`config.mk`:
```
export PLATFORM = sky130hd
export DESIGN_NAME = event_routing_network
export DESIGN_NICKNAME = d
export VERILOG_FILES = /design/src/event_routing_pkg.sv /design/src/event_sync_cell.sv /design/src/event_routing_network.sv
export SDC_FILE = /design/constraint.sdc
export NUM_CORES = 1
export LEC_CHECK = 0
export ABC_AREA = 1
export BUFFER_PORTS_ARGS = -buffer_cell sky130_fd_sc_hd__buf_4
export CAP_MARGIN = 25
export CELL_PAD_IN_SITES_DETAIL_PLACEMENT = 0
export CELL_PAD_IN_SITES_GLOBAL_PLACEMENT = 1
export CORE_ASPECT_RATIO = 0.75
export CORE_MARGIN = 10
export CORE_UTILIZATION = 35
export DETAILED_ROUTE_END_ITERATION = 8
export MAX_ROUTING_LAYER = met4
export PLACE_DENSITY = 0.89
export SLEW_MARGIN = 20
export SYNTH_ARGS = -nofsm -noshare
export SYNTH_HDL_FRONTEND = slang
export SYNTH_HIERARCHICAL = 1
export SYNTH_SLANG_ARGS = --single-unit
```
`constraint.sdc`:
```
create_clock -name mclk_i -period 2.1 [get_ports mclk_i]
set_input_delay 0.21 -clock mclk_i [delete_from_list [all_inputs] [get_ports mclk_i]]
set_output_delay 0.21 -clock mclk_i [all_outputs]
set_load 0.01 [all_outputs]
```
`src/event_routing_pkg.sv`:
```
// constants for the event routing network: channel, generator and user codes
// assumes one peripheral clock; generator inputs come straight from the peripherals
package event_routing_pkg;
  localparam int NUM_CHAN = 6;
  localparam int CSEL_W   = 5;
  localparam int NUM_GEN  = 31;
  localparam int USEL_W   = 3;
  localparam int CHAN_EXT = 8;
  localparam int NUM_USER = 20;
  localparam int EVOUT_W  = 2;
  localparam int SYNC_STAGES = 2;

  // generator select codes; the code equals the generator's input bit
  localparam logic [CSEL_W-1:0] SEL_OFF        = 5'h00;
  localparam logic [CSEL_W-1:0] SEL_TAP_8192   = 5'h01;
  localparam logic [CSEL_W-1:0] SEL_TAP_64     = 5'h08;
  localparam logic [CSEL_W-1:0] SEL_LUT0       = 5'h09;
  localparam logic [CSEL_W-1:0] SEL_COMPARATOR = 5'h0d;
  localparam logic [CSEL_W-1:0] SEL_ZERO_CROSS = 5'h0e;
  localparam logic [CSEL_W-1:0] SEL_PIN0       = 5'h0f;
  localparam logic [CSEL_W-1:0] SEL_CONV_DONE  = 5'h17;
  localparam logic [CSEL_W-1:0] SEL_BAUD_CLOCK = 5'h18;
  localparam logic [CSEL_W-1:0] SEL_SPI_CLOCK  = 5'h19;
  localparam logic [CSEL_W-1:0] SEL_TCA_WRAP   = 5'h1a;
  localparam logic [CSEL_W-1:0] SEL_TCA_CMP0   = 5'h1b;
  localparam logic [CSEL_W-1:0] SEL_TCB_CAPTURE_INPUT   = 5'h1e;
  localparam logic [CSEL_W-1:0] SEL_TCB_WRAP   = 5'h1f;
  // codes 0x01..0x16 are asynchronous sources (taps, tables, comparator, detector, pins)
  localparam logic [NUM_GEN:0]  GEN_ASYNC      = 32'h007f_fffe;

  // user indices
  localparam int U_LUT0    = 0;
  localparam int U_PIN0    = 8;
  localparam int U_PIN1    = 9;
  localparam int U_ADC     = 10;
  localparam int U_OP_EN   = 11;
  localparam int U_OP_DIS  = 12;
  localparam int U_OP_DUMP = 13;
  localparam int U_OP_DRV  = 14;
  localparam int U_COUNT_INPUT_A    = 15;
  localparam int U_RESTART = 16;
  localparam int U_CAPTURE_INPUT    = 17;
  localparam int U_FAULT_A = 18;
  localparam int U_FAULT_B = 19;

  typedef enum logic [1:0] {
    CNT_POS  = 2'b00,
    CNT_ANY  = 2'b01,
    CNT_HIGH = 2'b10,
    CNT_DIR  = 2'b11
  } count_mode_type;

  typedef enum logic [1:0] {
    RST_POS  = 2'b00,
    RST_ANY  = 2'b01,
    RST_HIGH = 2'b10,
    RST_DIR  = 2'b11
  } restart_mode_type;
endpackage

```
`src/event_sync_cell.sv`:
```
// two-stage synchronizer for a vector of asynchronous levels
// assumes inputs may change at any time; first stage feeds only the second
`timescale 1ns/1ps
module event_sync_cell #(
  parameter int W = 1
) (
  input  wire logic         mclk_i,
  input  wire logic         rstn_i,
  input  wire logic         ce_i,
  input  wire logic [W-1:0] async_i,
  output logic      [W-1:0] sync_o
);
  logic [W-1:0] meta_q;
  logic [W-1:0] meta_d;
  logic [W-1:0] sync_q;
  logic [W-1:0] sync_d;

  always_comb begin
    meta_d = async_i;
    sync_d = meta_q;
  end

  always_ff @(posedge mclk_i) begin
    if (!rstn_i) begin
      meta_q <= '0;
      sync_q <= '0;
    end else if (ce_i) begin
      meta_q <= meta_d;
      sync_q <= sync_d;
    end
  end

  assign sync_o = sync_q;
endmodule

```
`src/event_routing_network.sv`:
```
// six-channel event routing network with per-user channel selectors
// assumes generators and users share mclk_i except the asynchronous sources
`timescale 1ns/1ps
module event_routing_network
  import event_routing_pkg::*;
(
  input  wire logic                                mclk_i,
  input  wire logic                                rstn_i,
  input  wire logic                                ce_i,
  input  wire logic [NUM_GEN:1]                    gen_event_i,
  input  wire logic [NUM_CHAN-1:0][CSEL_W-1:0]     channel_source_select_i,
  input  wire logic [NUM_USER-1:0][USEL_W-1:0]     user_channel_select_i,
  input  wire logic [NUM_CHAN-1:0]                 software_event_strobe_i,
  input  wire count_mode_type                      count_input_a_mode_i,
  input  wire restart_mode_type                    restart_input_mode_i,
  output logic      [NUM_USER-1:0]                 user_async_o,
  output logic      [NUM_USER-1:0]                 user_sync_o,
  output logic      [EVOUT_W-1:0]                  event_pin_out_o,
  output logic                                     tca_count_step_o,
  output logic                                     tca_count_down_o,
  output logic                                     tca_restart_o,
  output logic                                     capture_edge_o,
  output logic                                     opamp_disable_o,
  output logic                                     opamp_dump_o,
  output logic                                     opamp_drive_o
);
  logic [NUM_CHAN-1:0][CSEL_W-1:0] chan_sel_q;
  logic [NUM_CHAN-1:0][CSEL_W-1:0] chan_sel_d;
  logic [NUM_CHAN-1:0]             sw_q;
  logic [NUM_CHAN-1:0]             sw_d;
  logic [NUM_CHAN-1:0]             chan_sync_q;
  logic [NUM_CHAN-1:0]             chan_sync_d;
  logic [NUM_CHAN-1:0]             sync_base;
  logic [NUM_CHAN-1:0]             chan_async;
  logic [NUM_USER-1:0]             user_sync_q;
  logic [NUM_USER-1:0]             user_sync_d;
  logic [NUM_GEN:1]                gen_synced;
  logic [NUM_GEN:0]                gen_ext;
  logic [NUM_GEN:0]                gen_sync_ext;
  logic [CHAN_EXT-1:0]             async_ext;
  logic [CHAN_EXT-1:0]             sync_ext;
  logic                            step_q;
  logic                            step_d;
  logic                            down_q;
  logic                            down_d;
  logic                            restart_q;
  logic                            restart_d;
  logic                            capture_input_q;
  logic                            capture_input_d;
  logic                            dis_q;
  logic                            dis_d;

  // all generators pass the synchronizer; only asynchronous ones use its output
  event_sync_cell #(
    .W (NUM_GEN)
  ) u_gen_sync (
    .mclk_i  (mclk_i),
    .rstn_i  (rstn_i),
    .ce_i    (ce_i),
    .async_i (gen_event_i),
    .sync_o  (gen_synced)
  );

  assign gen_ext = {gen_event_i, 1'b0};
  genvar g;
  for (g = 1; g <= NUM_GEN; g++) begin : g_gen
    // synchronous sources go straight through, no synchronizer delay
    assign gen_sync_ext[g] = GEN_ASYNC[g] ? gen_synced[g] : gen_event_i[g];
  end
  assign gen_sync_ext[0] = 1'b0;

  genvar c;
  for (c = 0; c < NUM_CHAN; c++) begin : g_chan
    // async subchannel is the selected generator, inverted while the registered strobe sw_q is set
    assign chan_async[c] = gen_ext[chan_sel_q[c]] ^ sw_q[c];
    assign sync_base[c]  = gen_sync_ext[chan_sel_q[c]];
  end

  assign async_ext = {{(CHAN_EXT-NUM_CHAN-1){1'b0}}, chan_async, 1'b0};
  assign sync_ext  = {{(CHAN_EXT-NUM_CHAN-1){1'b0}}, chan_sync_d, 1'b0};

  genvar u;
  for (u = 0; u < NUM_USER; u++) begin : g_user
    // selector codes 0 and 7 listen to nothing, code n (1..6) to channel n-1
    assign user_async_o[u] = async_ext[user_channel_select_i[u]];
    assign user_sync_d[u]  = sync_ext[user_channel_select_i[u]];
  end

  // combinational on purpose: pin forwarding must work with the clock stopped
  assign event_pin_out_o = {user_async_o[U_PIN1], user_async_o[U_PIN0]};

  always_comb begin
    chan_sel_d  = channel_source_select_i;
    sw_d        = software_event_strobe_i;
    // strobe inverts the clocked channel for as many cycles as it is held high
    chan_sync_d = sync_base ^ software_event_strobe_i;
    step_d      = 1'b0;
    down_d      = 1'b0;
    restart_d   = 1'b0;
    case (count_input_a_mode_i)
      CNT_POS:  step_d = user_sync_d[U_COUNT_INPUT_A] & ~user_sync_q[U_COUNT_INPUT_A];
      CNT_ANY:  step_d = user_sync_d[U_COUNT_INPUT_A] ^ user_sync_q[U_COUNT_INPUT_A];
      CNT_HIGH: step_d = user_sync_d[U_COUNT_INPUT_A];
      CNT_DIR: begin
        step_d = 1'b1;
        down_d = user_sync_d[U_COUNT_INPUT_A];
      end
      default:  step_d = 1'b0;
    endcase
    case (restart_input_mode_i)
      RST_POS:  restart_d = user_sync_d[U_RESTART] & ~user_sync_q[U_RESTART];
      RST_ANY:  restart_d = user_sync_d[U_RESTART] ^ user_sync_q[U_RESTART];
      RST_HIGH: restart_d = user_sync_d[U_RESTART];
      RST_DIR:  down_d    = down_d | user_sync_d[U_RESTART];
      default:  restart_d = 1'b0;
    endcase
    // single-shot may instead use the async subchannel on user_async_o
    capture_input_d = user_sync_d[U_CAPTURE_INPUT] & ~user_sync_q[U_CAPTURE_INPUT];
    // enable stays on the async subchannel, disable is a clocked edge
    dis_d  = user_sync_d[U_OP_DIS] & ~user_sync_q[U_OP_DIS];
  end

  always_ff @(posedge mclk_i) begin
    if (!rstn_i) begin
      chan_sel_q  <= '0;
      sw_q        <= '0;
      chan_sync_q <= '0;
      user_sync_q <= '0;
      step_q      <= 1'b0;
      down_q      <= 1'b0;
      restart_q   <= 1'b0;
      capture_input_q      <= 1'b0;
      dis_q       <= 1'b0;
    end else if (ce_i) begin
      chan_sel_q  <= chan_sel_d;
      sw_q        <= sw_d;
      chan_sync_q <= chan_sync_d;
      user_sync_q <= user_sync_d;
      step_q      <= step_d;
      down_q      <= down_d;
      restart_q   <= restart_d;
      capture_input_q      <= capture_input_d;
      dis_q       <= dis_d;
    end
  end

  assign user_sync_o      = user_sync_q;
  assign tca_count_step_o = step_q;
  assign tca_count_down_o = down_q;
  assign tca_restart_o    = restart_q;
  assign capture_edge_o   = capture_input_q;
  assign opamp_disable_o  = dis_q;
  assign opamp_dump_o     = user_sync_q[U_OP_DUMP];
  assign opamp_drive_o    = user_sync_q[U_OP_DRV];
endmodule

```
* Word-level counts from Yosys, hierarchy flattened
Index checks and enable logic that the tools add are counted.
W data, S select, Z words.
** Storage, ports and cells
- Bits in registers :: 105
- Input port bits :: 134
- Output and inout port bits :: 49
- Logic and storage cells :: 175
** Cells by class
- Order comparisons :: 26
- Equality and inequality tests :: 6
- Muxes and demuxes :: 108
- Bitwise logic cells :: 18
- Reduce and logical (&&, ||, !) cells :: 2
** Operator list (number)
- $bmux W1 S3 :: 40
- $lt A3 B4 Y1 const B :: 20
- $bmux W1 S5 :: 12
- $mux W1 :: 54
- $lt A5 B6 Y1 const B :: 6
- $eq A2 B2 Y1 const B :: 4
- $xor A1 B1 Y1 :: 8
- $xor A6 B6 Y6 :: 1
- $and A1 B1 Y1 :: 4
- $eq A2 B1 Y1 const B :: 2
- $logic_not A2 Y1 :: 2
- $not A1 Y1 :: 4
- $pmux W1 S4 :: 1
- $pmux W1 S3 :: 1
- $or A1 B1 Y1 :: 1

* Longest topological paths before layout
Gate-level depths: netlist (run 1).
- Depth in word-level cells :: 8
- Mapped depth :: 22
- Gate-level depth less buffers :: 21

* By module
Netlist (run 1), hierarchy kept.
** Modules (own cells, without submodules)
- event_routing_network :: times used 1, cells an instance 1564, area an instance 8331.7 sq um, sequential area each 1221.2 sq um
- event_sync_cell :: times used 1, cells an instance 393, area an instance 2556.2 sq um, sequential area each 1241.2 sq um

* Least setup slack after synthesis (run 1)
OpenSTA, ideal clock, no wires.
- Path kind :: reg2out
- Start point :: register chan_sel_q[21] in the netlist's numbering
- End point :: output port user_async_o[8]
- Arrival :: 2.038 ns
- Data required time :: 1.890 ns
- Setup slack :: -0.148 ns
- Stages on the path, launching flop included :: 16
- Path buffers :: 4
- Path through :: dfxtp_1 > buf_4 > buf_2 > a21oi_1 > o21ai_1 > o21ai_0 > nand2_1 > nand3_1 > a21oi_1 > or2_1 > xnor2_1 > buf_2 > o21ai_0 > nor2_1 > nor2_1 > buf_4
** On the way
- Cells in the longest elaborated chain, start to end :: 5
** RTL lines
- start, declared :: line event_routing_network.sv:27 : logic [NUM_CHAN-1:0][CSEL_W-1:0] chan_sel_q;
- start signal, assigned :: line event_routing_network.sv:135 : chan_sel_q <= chan_sel_d;
- $bmux W1 S5 :: line event_routing_network.sv:75 : assign chan_async[c] = gen_ext[chan_sel_q[c]] ^ sw_q[c];
- $mux W1 (not written as such) :: line event_routing_network.sv:75
- $xor A1 B1 Y1 :: line event_routing_network.sv:75
- $bmux W1 S3 :: line event_routing_network.sv:85 : assign user_async_o[u] = async_ext[user_channel_select_i[u]];
- $mux W1 (not written as such) :: line event_routing_network.sv:85
- end, declared :: line event_routing_network.sv:16 : output logic [NUM_USER-1:0] user_async_o,
No other way between the ends. The select of a mux whose other input is x is not followed.

* Final worst setup path (run 1)
- Start point :: register chan_sel_q[25] in the netlist's numbering
- End point :: output port user_async_o[9]
The elaborated chain is that of the path after synthesis.

==> results of run 1 <==
## layout by cell type, fill, tap and decap left out, drive strengths merged
master      n
a211oi      1
a21oi     130
a22oi       1
a31o        1
a31oi       4
and2        7
buf       375
bufinv      1
clkbuf     13
clkinv      1
clkinvlp    2
dfxtp     105
ha          2
inv       218
nand2     457
nand3     338
nand4      20
nor2      218
nor3        2
o2111ai     1
o211ai     10
o21ai     200
o22ai       3
or2         7
xnor2       2
xor2        1
## worst max-delay path by stage
stage                               endpoint                   startpoint  slack, ns
after floorplan              user_async_o[8]  chan_sel_q[21]$_SDFFE_PN0P_      -0.09
after global placement       user_async_o[8]   chan_sel_q[5]$_SDFFE_PN0P_      -0.42
after detailed placement  event_pin_out_o[0]   chan_sel_q[5]$_SDFFE_PN0P_      -0.49
after CTS                    user_async_o[9]  chan_sel_q[25]$_SDFFE_PN0P_      -0.64
after global routing        user_async_o[11]  chan_sel_q[26]$_SDFFE_PN0P_      -0.81
final                        user_async_o[9]  chan_sel_q[25]$_SDFFE_PN0P_      -0.65
## registers in the layout, summed over array words and instances (netlist names)
name,count
chan_sel_q,30
u_gen_sync/meta_q,22
u_gen_sync/sync_o,22
user_sync_o,20
sw_q,6
capture_edge_o,1
opamp_disable_o,1
tca_count_down_o,1
tca_count_step_o,1
tca_restart_o,1
## where the power goes
group	switching (uW)	internal (uW)	total, uW
clock network	946	964	1910
logic	2230	1640	3870
registers	128	2140	2270
## stage by stage
stage | worst slack [ns] | total power (uW)
2_1_floorplan | -0.0882 | 4250
3_3_place_gp | -0.419 | 5720
3_5_place_dp | -0.485 | 5750
4_1_cts | -0.642 | 7840
5_1_grt | -0.806 | 8500
6_report | -0.649 | 8050
## cell type report
| class | instances | area (um2) | share of cell area (%) |
|---|---|---|---|
| flip-flops and latches | 105 | 2140 | 15.1 |
| well taps | 392 | 490 | 3.47 |
| repair buffers | 379 | 3580 | 25.3 |
| multi-input cells | 1405 | 6760 | 47.8 |
| clock buffers | 9 | 225 | 1.59 |
| clock inverters | 7 | 93.8 | 0.664 |
| inverters | 215 | 858 | 6.07 |
## per-layer routing
metal	global-route usage (%)	vias to the layer above	wire [um]
li1	-	6557	-
met1	34.0	6186	21500
met2	37.2	642	20500
met3	5.17	114	4440
met4	8.98	0	1490
met5	-	-	0
## repair_timing
| action | in CTS | in global routing |
|---|---|---|
| gates cloned | 4 | 6 |
| buffers inserted | 1 | 11 |
| pin swaps | 13 | 30 |
| resized for setup | 97 | 82 |
| endpoints found under the setup margin | 47 | 47 |
## worst max-delay path: stages, from the launching register on
cell       delay, ns
dfxtp_4         0.38
buf_12          0.14
o21ai_0         0.17
nand3_1         0.13
nand3_2         0.11
a21oi_1         0.08
or2_1           0.24
or2_4           0.28
clkbuf_16       0.19
nand3_1         0.07
nand2_1         0.06
nor2_1          0.11
nor2_2          0.06
buf_4           0.14
==> results.tsv, run 1 <==
metric	value	unit
status	finished, violations left	
failing checks	negative setup slack	
Vias per Instance	5.37	
total clock sinks	105	
hold path startpoint	channel_source_select_i[24]	
Hold Crit Depth	3	
CTS root buf	clkbuf_16	
GPL Wtd Cong	1.04	
min Tclk post-route	2.75	ns
Non-Filler Instances	2512	
NumNets Final	2251	
layout cells sized above 1	25.6	%
Port Buffers	182	
CP Class	flip-flop to output port	
post-synthesis cell count	1849	
Final Max Tran Viols	0	
vias in the first global route	12400	
initial antenna violation count	0	
RSZ-0062 raised after global routing	true	
final hold viol count	0	
Worst R2R Setup Slack	-0.29	ns
Die Y	168	um
Setup violations, final	45	
Detailed Place HPWL	35400	um
Final Skew	0.00762	ns
DRT antenna net count	0	
Post-Route WL	48000	um
CTS Buffer Depth	2	
Inst Count DP	2477	
Avg Cell Area, Syn	5.51	um2
CTS Buf Count	9	
Critical Path Start Type	flip-flop	
# fillers	3091	
Reg clk slew, reported paths	0.08	ns
CTS H-Tree Depth	3	
Worst Hold Class	primary input to flip-flop	
Max-Cap Viols	0	
worst r2r src	chan_sel_q[20]$_SDFFE_PN0P_	
Placed Area	13100	um2
largest net degree at the start of global routing	138	
Area Overhead vs Synth	38.7	%
Mapped Nets	1985	
Final Cell Area	14100	um2
Peak Freq	0.364	GHz
row cnt	54	
Netlist Area Pre-Place	10200	um2
fin crit share	131	%
gr usage total	25.4	%
worst r2r dst	tca_count_step_o$_SDFFE_PN0P_	
kind of end point of the critical path	output port	
Finished Core Util	48.9	%
die width	217	um
Ports	183	
post-route setup slack	-0.649	ns
WP data required	1.89	ns
Setup TNS Final	-15.13	ns
Pleak	0.00701	uW
routed length per instance	19.1	um
Vias	13500	
core area	28900	um2
Hold Crit Endpoint	chan_sel_q[24]$_SDFFE_PN0P_	
Critical Path AT	2.54	ns
Initial Util	35.2	%
Synth Warn #	6	
Congestion Overflow GR	0	
CTS tree	built	
Starting DRT DRC Count	1373	
CTS hold repair buffers	0	
Die ar.	36400	um2
Tightest Pin Transition	0.570	ns
worst-skew pair later-pin latency	0.38	ns
first-pass GRT wire length	71500	um
Crit Path Max Fanout	14	
# diodes	0	
Hold Worst Slack	0.110	ns
Slew HR	62.0	%
Remaining DRCs	0	
power density cells	570	nW/um2
Worst R2R Path Depth	16	
drt first pass iters	8	
VDD IR-drop max	0.422	mV
(Power assumes the default switching activity.)
==> run 2, diff against run 1 <==
- CORE_UTILIZATION: 35 -> 36
- CTS_BUF_LIST: unset -> sky130_fd_sc_hd__clkbuf_4 sky130_fd_sc_hd__clkbuf_8
- PLACE_DENSITY: 0.89 -> 0.91
==> results.tsv, run 2 (synthesis gave the netlist of run 1 again) <==
metric	value	unit	change
Die ar.	35500	um2	was 36400 um2
Remaining DRCs	0		unchanged
kind of end point of the critical path	output port		unchanged
Non-Filler Instances	2539		was 2512
Detailed Place HPWL	35200	um	was 35400 um
Tightest Pin Transition	0.565	ns	was 0.570 ns
Ports	183		unchanged
final hold viol count	0		unchanged
Die Y	166	um	was 168 um
Worst Hold Class	primary input to flip-flop		unchanged
Critical Path Start Type	flip-flop		unchanged
Tot Pwr	7750	uW	was 8050 uW
Final Skew	0.0207	ns	was 0.00762 ns
power density cells	533	nW/um2	was 570 nW/um2
NumNets Final	2284		was 2251
Logic pwr share	53.3	%	was 48.1%
failing checks	negative setup slack		unchanged
first-pass GRT wire length	72300	um	was 71500 um
Vias per Instance	5.41		was 5.37
min Tclk post-route	2.87	ns	was 2.75 ns
total clock sinks	105		unchanged
most frequent cells in the layout	422 x nand2_1, 336 x buf_4, 293 x nand3_1		was 429 x nand2_1, 316 x buf_4, 304 x nand3_1
Inst Count DP	2486		was 2477
core area	28000	um2	was 28900 um2
initial antenna violation count	2		was 0
Starting DRT DRC Count	1454		was 1373
row cnt	53		was 54
# fillers	2942		was 3091
Slew HR	62.3	%	was 62.0%
DRT antenna net count	0		unchanged
Max-Cap Viols	0		unchanged
RSZ-0062 raised after global routing	true		unchanged
CTS root buf	clkbuf_8		was clkbuf_16
post-route setup slack	-0.771	ns	was -0.649 ns
CTS Buf Count	9		unchanged
sequential fraction of design power	29.3	%	was 28.2%
Finished Core Util	52.0	%	was 48.9%
commonest non-fill, non-tap cell in the layout	nand2_1		unchanged
Reg clk slew, reported paths	0.12	ns	was 0.08 ns
gr usage total	26.0	%	was 25.4%
P_int	4420	uW	was 4740 uW
Initial Util	36.4	%	was 35.2%
fin crit share	137	%	was 131%
Largest Register	chan_sel_q		unchanged
Largest register FFs	30		unchanged
CTS Buffer Depth	2		unchanged
vias in the first global route	12700		was 12400
VDD IR-drop max	0.310	mV	was 0.422 mV
switch share	43.0	%	was 41.1%
routed length per instance	19.0	um	was 19.1 um
Port Buffers	182		unchanged
layout cells sized above 1	28.8	%	was 25.6%
Peak Freq	0.348	GHz	was 0.364 GHz
Post-Route WL	48300	um	was 48000 um
WP data required	1.89	ns	about the same
Vias	13700		was 13500
status	finished, violations left		unchanged
Pleak	0.00716	uW	was 0.00701 uW
worst-skew pair later-pin latency	0.42	ns	was 0.38 ns
CP Class	flip-flop to output port		unchanged
drt first pass iters	7		was 8
power share of the clock group	17.5	%	was 23.7%
P_sw	3330	uW	was 3310 uW
largest net degree at the start of global routing	138		unchanged
Area Overhead vs Synth	42.8	%	was 38.7%
CTS hold repair buffers	0		unchanged
Final Max Tran Viols	0		unchanged
GPL Wtd Cong	1.03		was 1.04
CTS H-Tree Depth	3		unchanged
Setup TNS Final	-17.96	ns	was -15.13 ns
CTS tree	built		unchanged
Setup violations, final	44		was 45
Crit Path Max Fanout	7		was 14
Critical Path AT	2.66	ns	was 2.54 ns
die width	214	um	was 217 um
Congestion Overflow GR	0		unchanged
run 2: cell count changes in the layout (fill, tap and decap cells not counted), sizes merged:
cell	before	now
clkinv	1	6
inv	218	217
and2	7	5
buf	375	408
clkinvlp	2	1
diode	0	1
bufinv	1	0
run 2: repair_timing:
item	4_1_cts	5_1_grt
gates cloned	6	7
setup endpoints to repair	47	47
pin swaps	12	63
setup buffers	11	13
gates resized for setup	125	148
run 2: final cells by class:
type | count | area, um2 | share of cell area (%)
well taps | 385 | 482 | 3.31
clock buffers | 10 | 138 | 0.946
diodes | 1 | 2.50 | 0.0172
repair inverters | 3 | 26.3 | 0.181
clock inverters | 6 | 53.8 | 0.370
repair buffers | 411 | 3850 | 26.4
flip-flops and latches | 105 | 2130 | 14.7
inverters | 215 | 866 | 5.95
multi-input cells | 1403 | 7000 | 48.1
run 2: final timing paths:
kind                                     start                                 to  slack (ns)  depth (start not counted)
max reg2reg         chan_sel_q[5]$_SDFFE_PN0P_      tca_count_step_o$_SDFFE_PN0P_       -0.31                         18
min reg2reg  u_gen_sync/meta_q[4]$_SDFFE_PN0P_  u_gen_sync/meta_q[4]$_SDFFE_PN0P_        0.48                          2
max                 chan_sel_q[5]$_SDFFE_PN0P_                    user_async_o[9]       -0.77                         16
min                channel_source_select_i[24]        chan_sel_q[24]$_SDFFE_PN0P_        0.07                          3
run 2: power groups by stage:
| stage | logic (uW) | registers (uW) | clock network, uW |
|---|---|---|---|
| global route | 4450 | 2290 | 1460 |
| global placement | 3420 | 2290 | 0 |
| finish | 4130 | 2270 | 1360 |
| CTS | 3670 | 2260 | 1390 |
| detailed placement | 3440 | 2290 | 0 |
| floorplan | 1980 | 2270 | 0 |
run 2: critical path, stage by stage, from the launching register on:
cell	delay (ns)
dfxtp_4	0.40
buf_8	0.14
buf_4	0.14
a21oi_4	0.14
o21ai_4	0.08
o2111ai_2	0.07
nand3_1	0.12
o21ai_2	0.08
nand2_1	0.08
nand2_2	0.11
xor2_4	0.17
buf_12	0.14
clkbuf_16	0.16
o21ai_1	0.07
a21oi_2	0.15
nor2_2	0.06
buf_4	0.14
run 2: routing by layer:
metal  routed length, um  global-route usage (%)
met3                4740                    5.39
met4                1240                    7.47
met2               20700                    38.3
met1               21600                    35.2
met5                   0                       -
run 2: per-stage QoR:
stage / area (um2) / hold WS, ns / worst slack [ns]
after global placement: 13100 / 0.457 / -0.445
after floorplan: 10200 / 0.360 / -0.0882
final: 14600 / 0.0687 / -0.771
after CTS: 13800 / 0.0397 / -0.726
after global routing: 14600 / 0.0710 / -0.936
after detailed placement: 13100 / 0.461 / -0.469
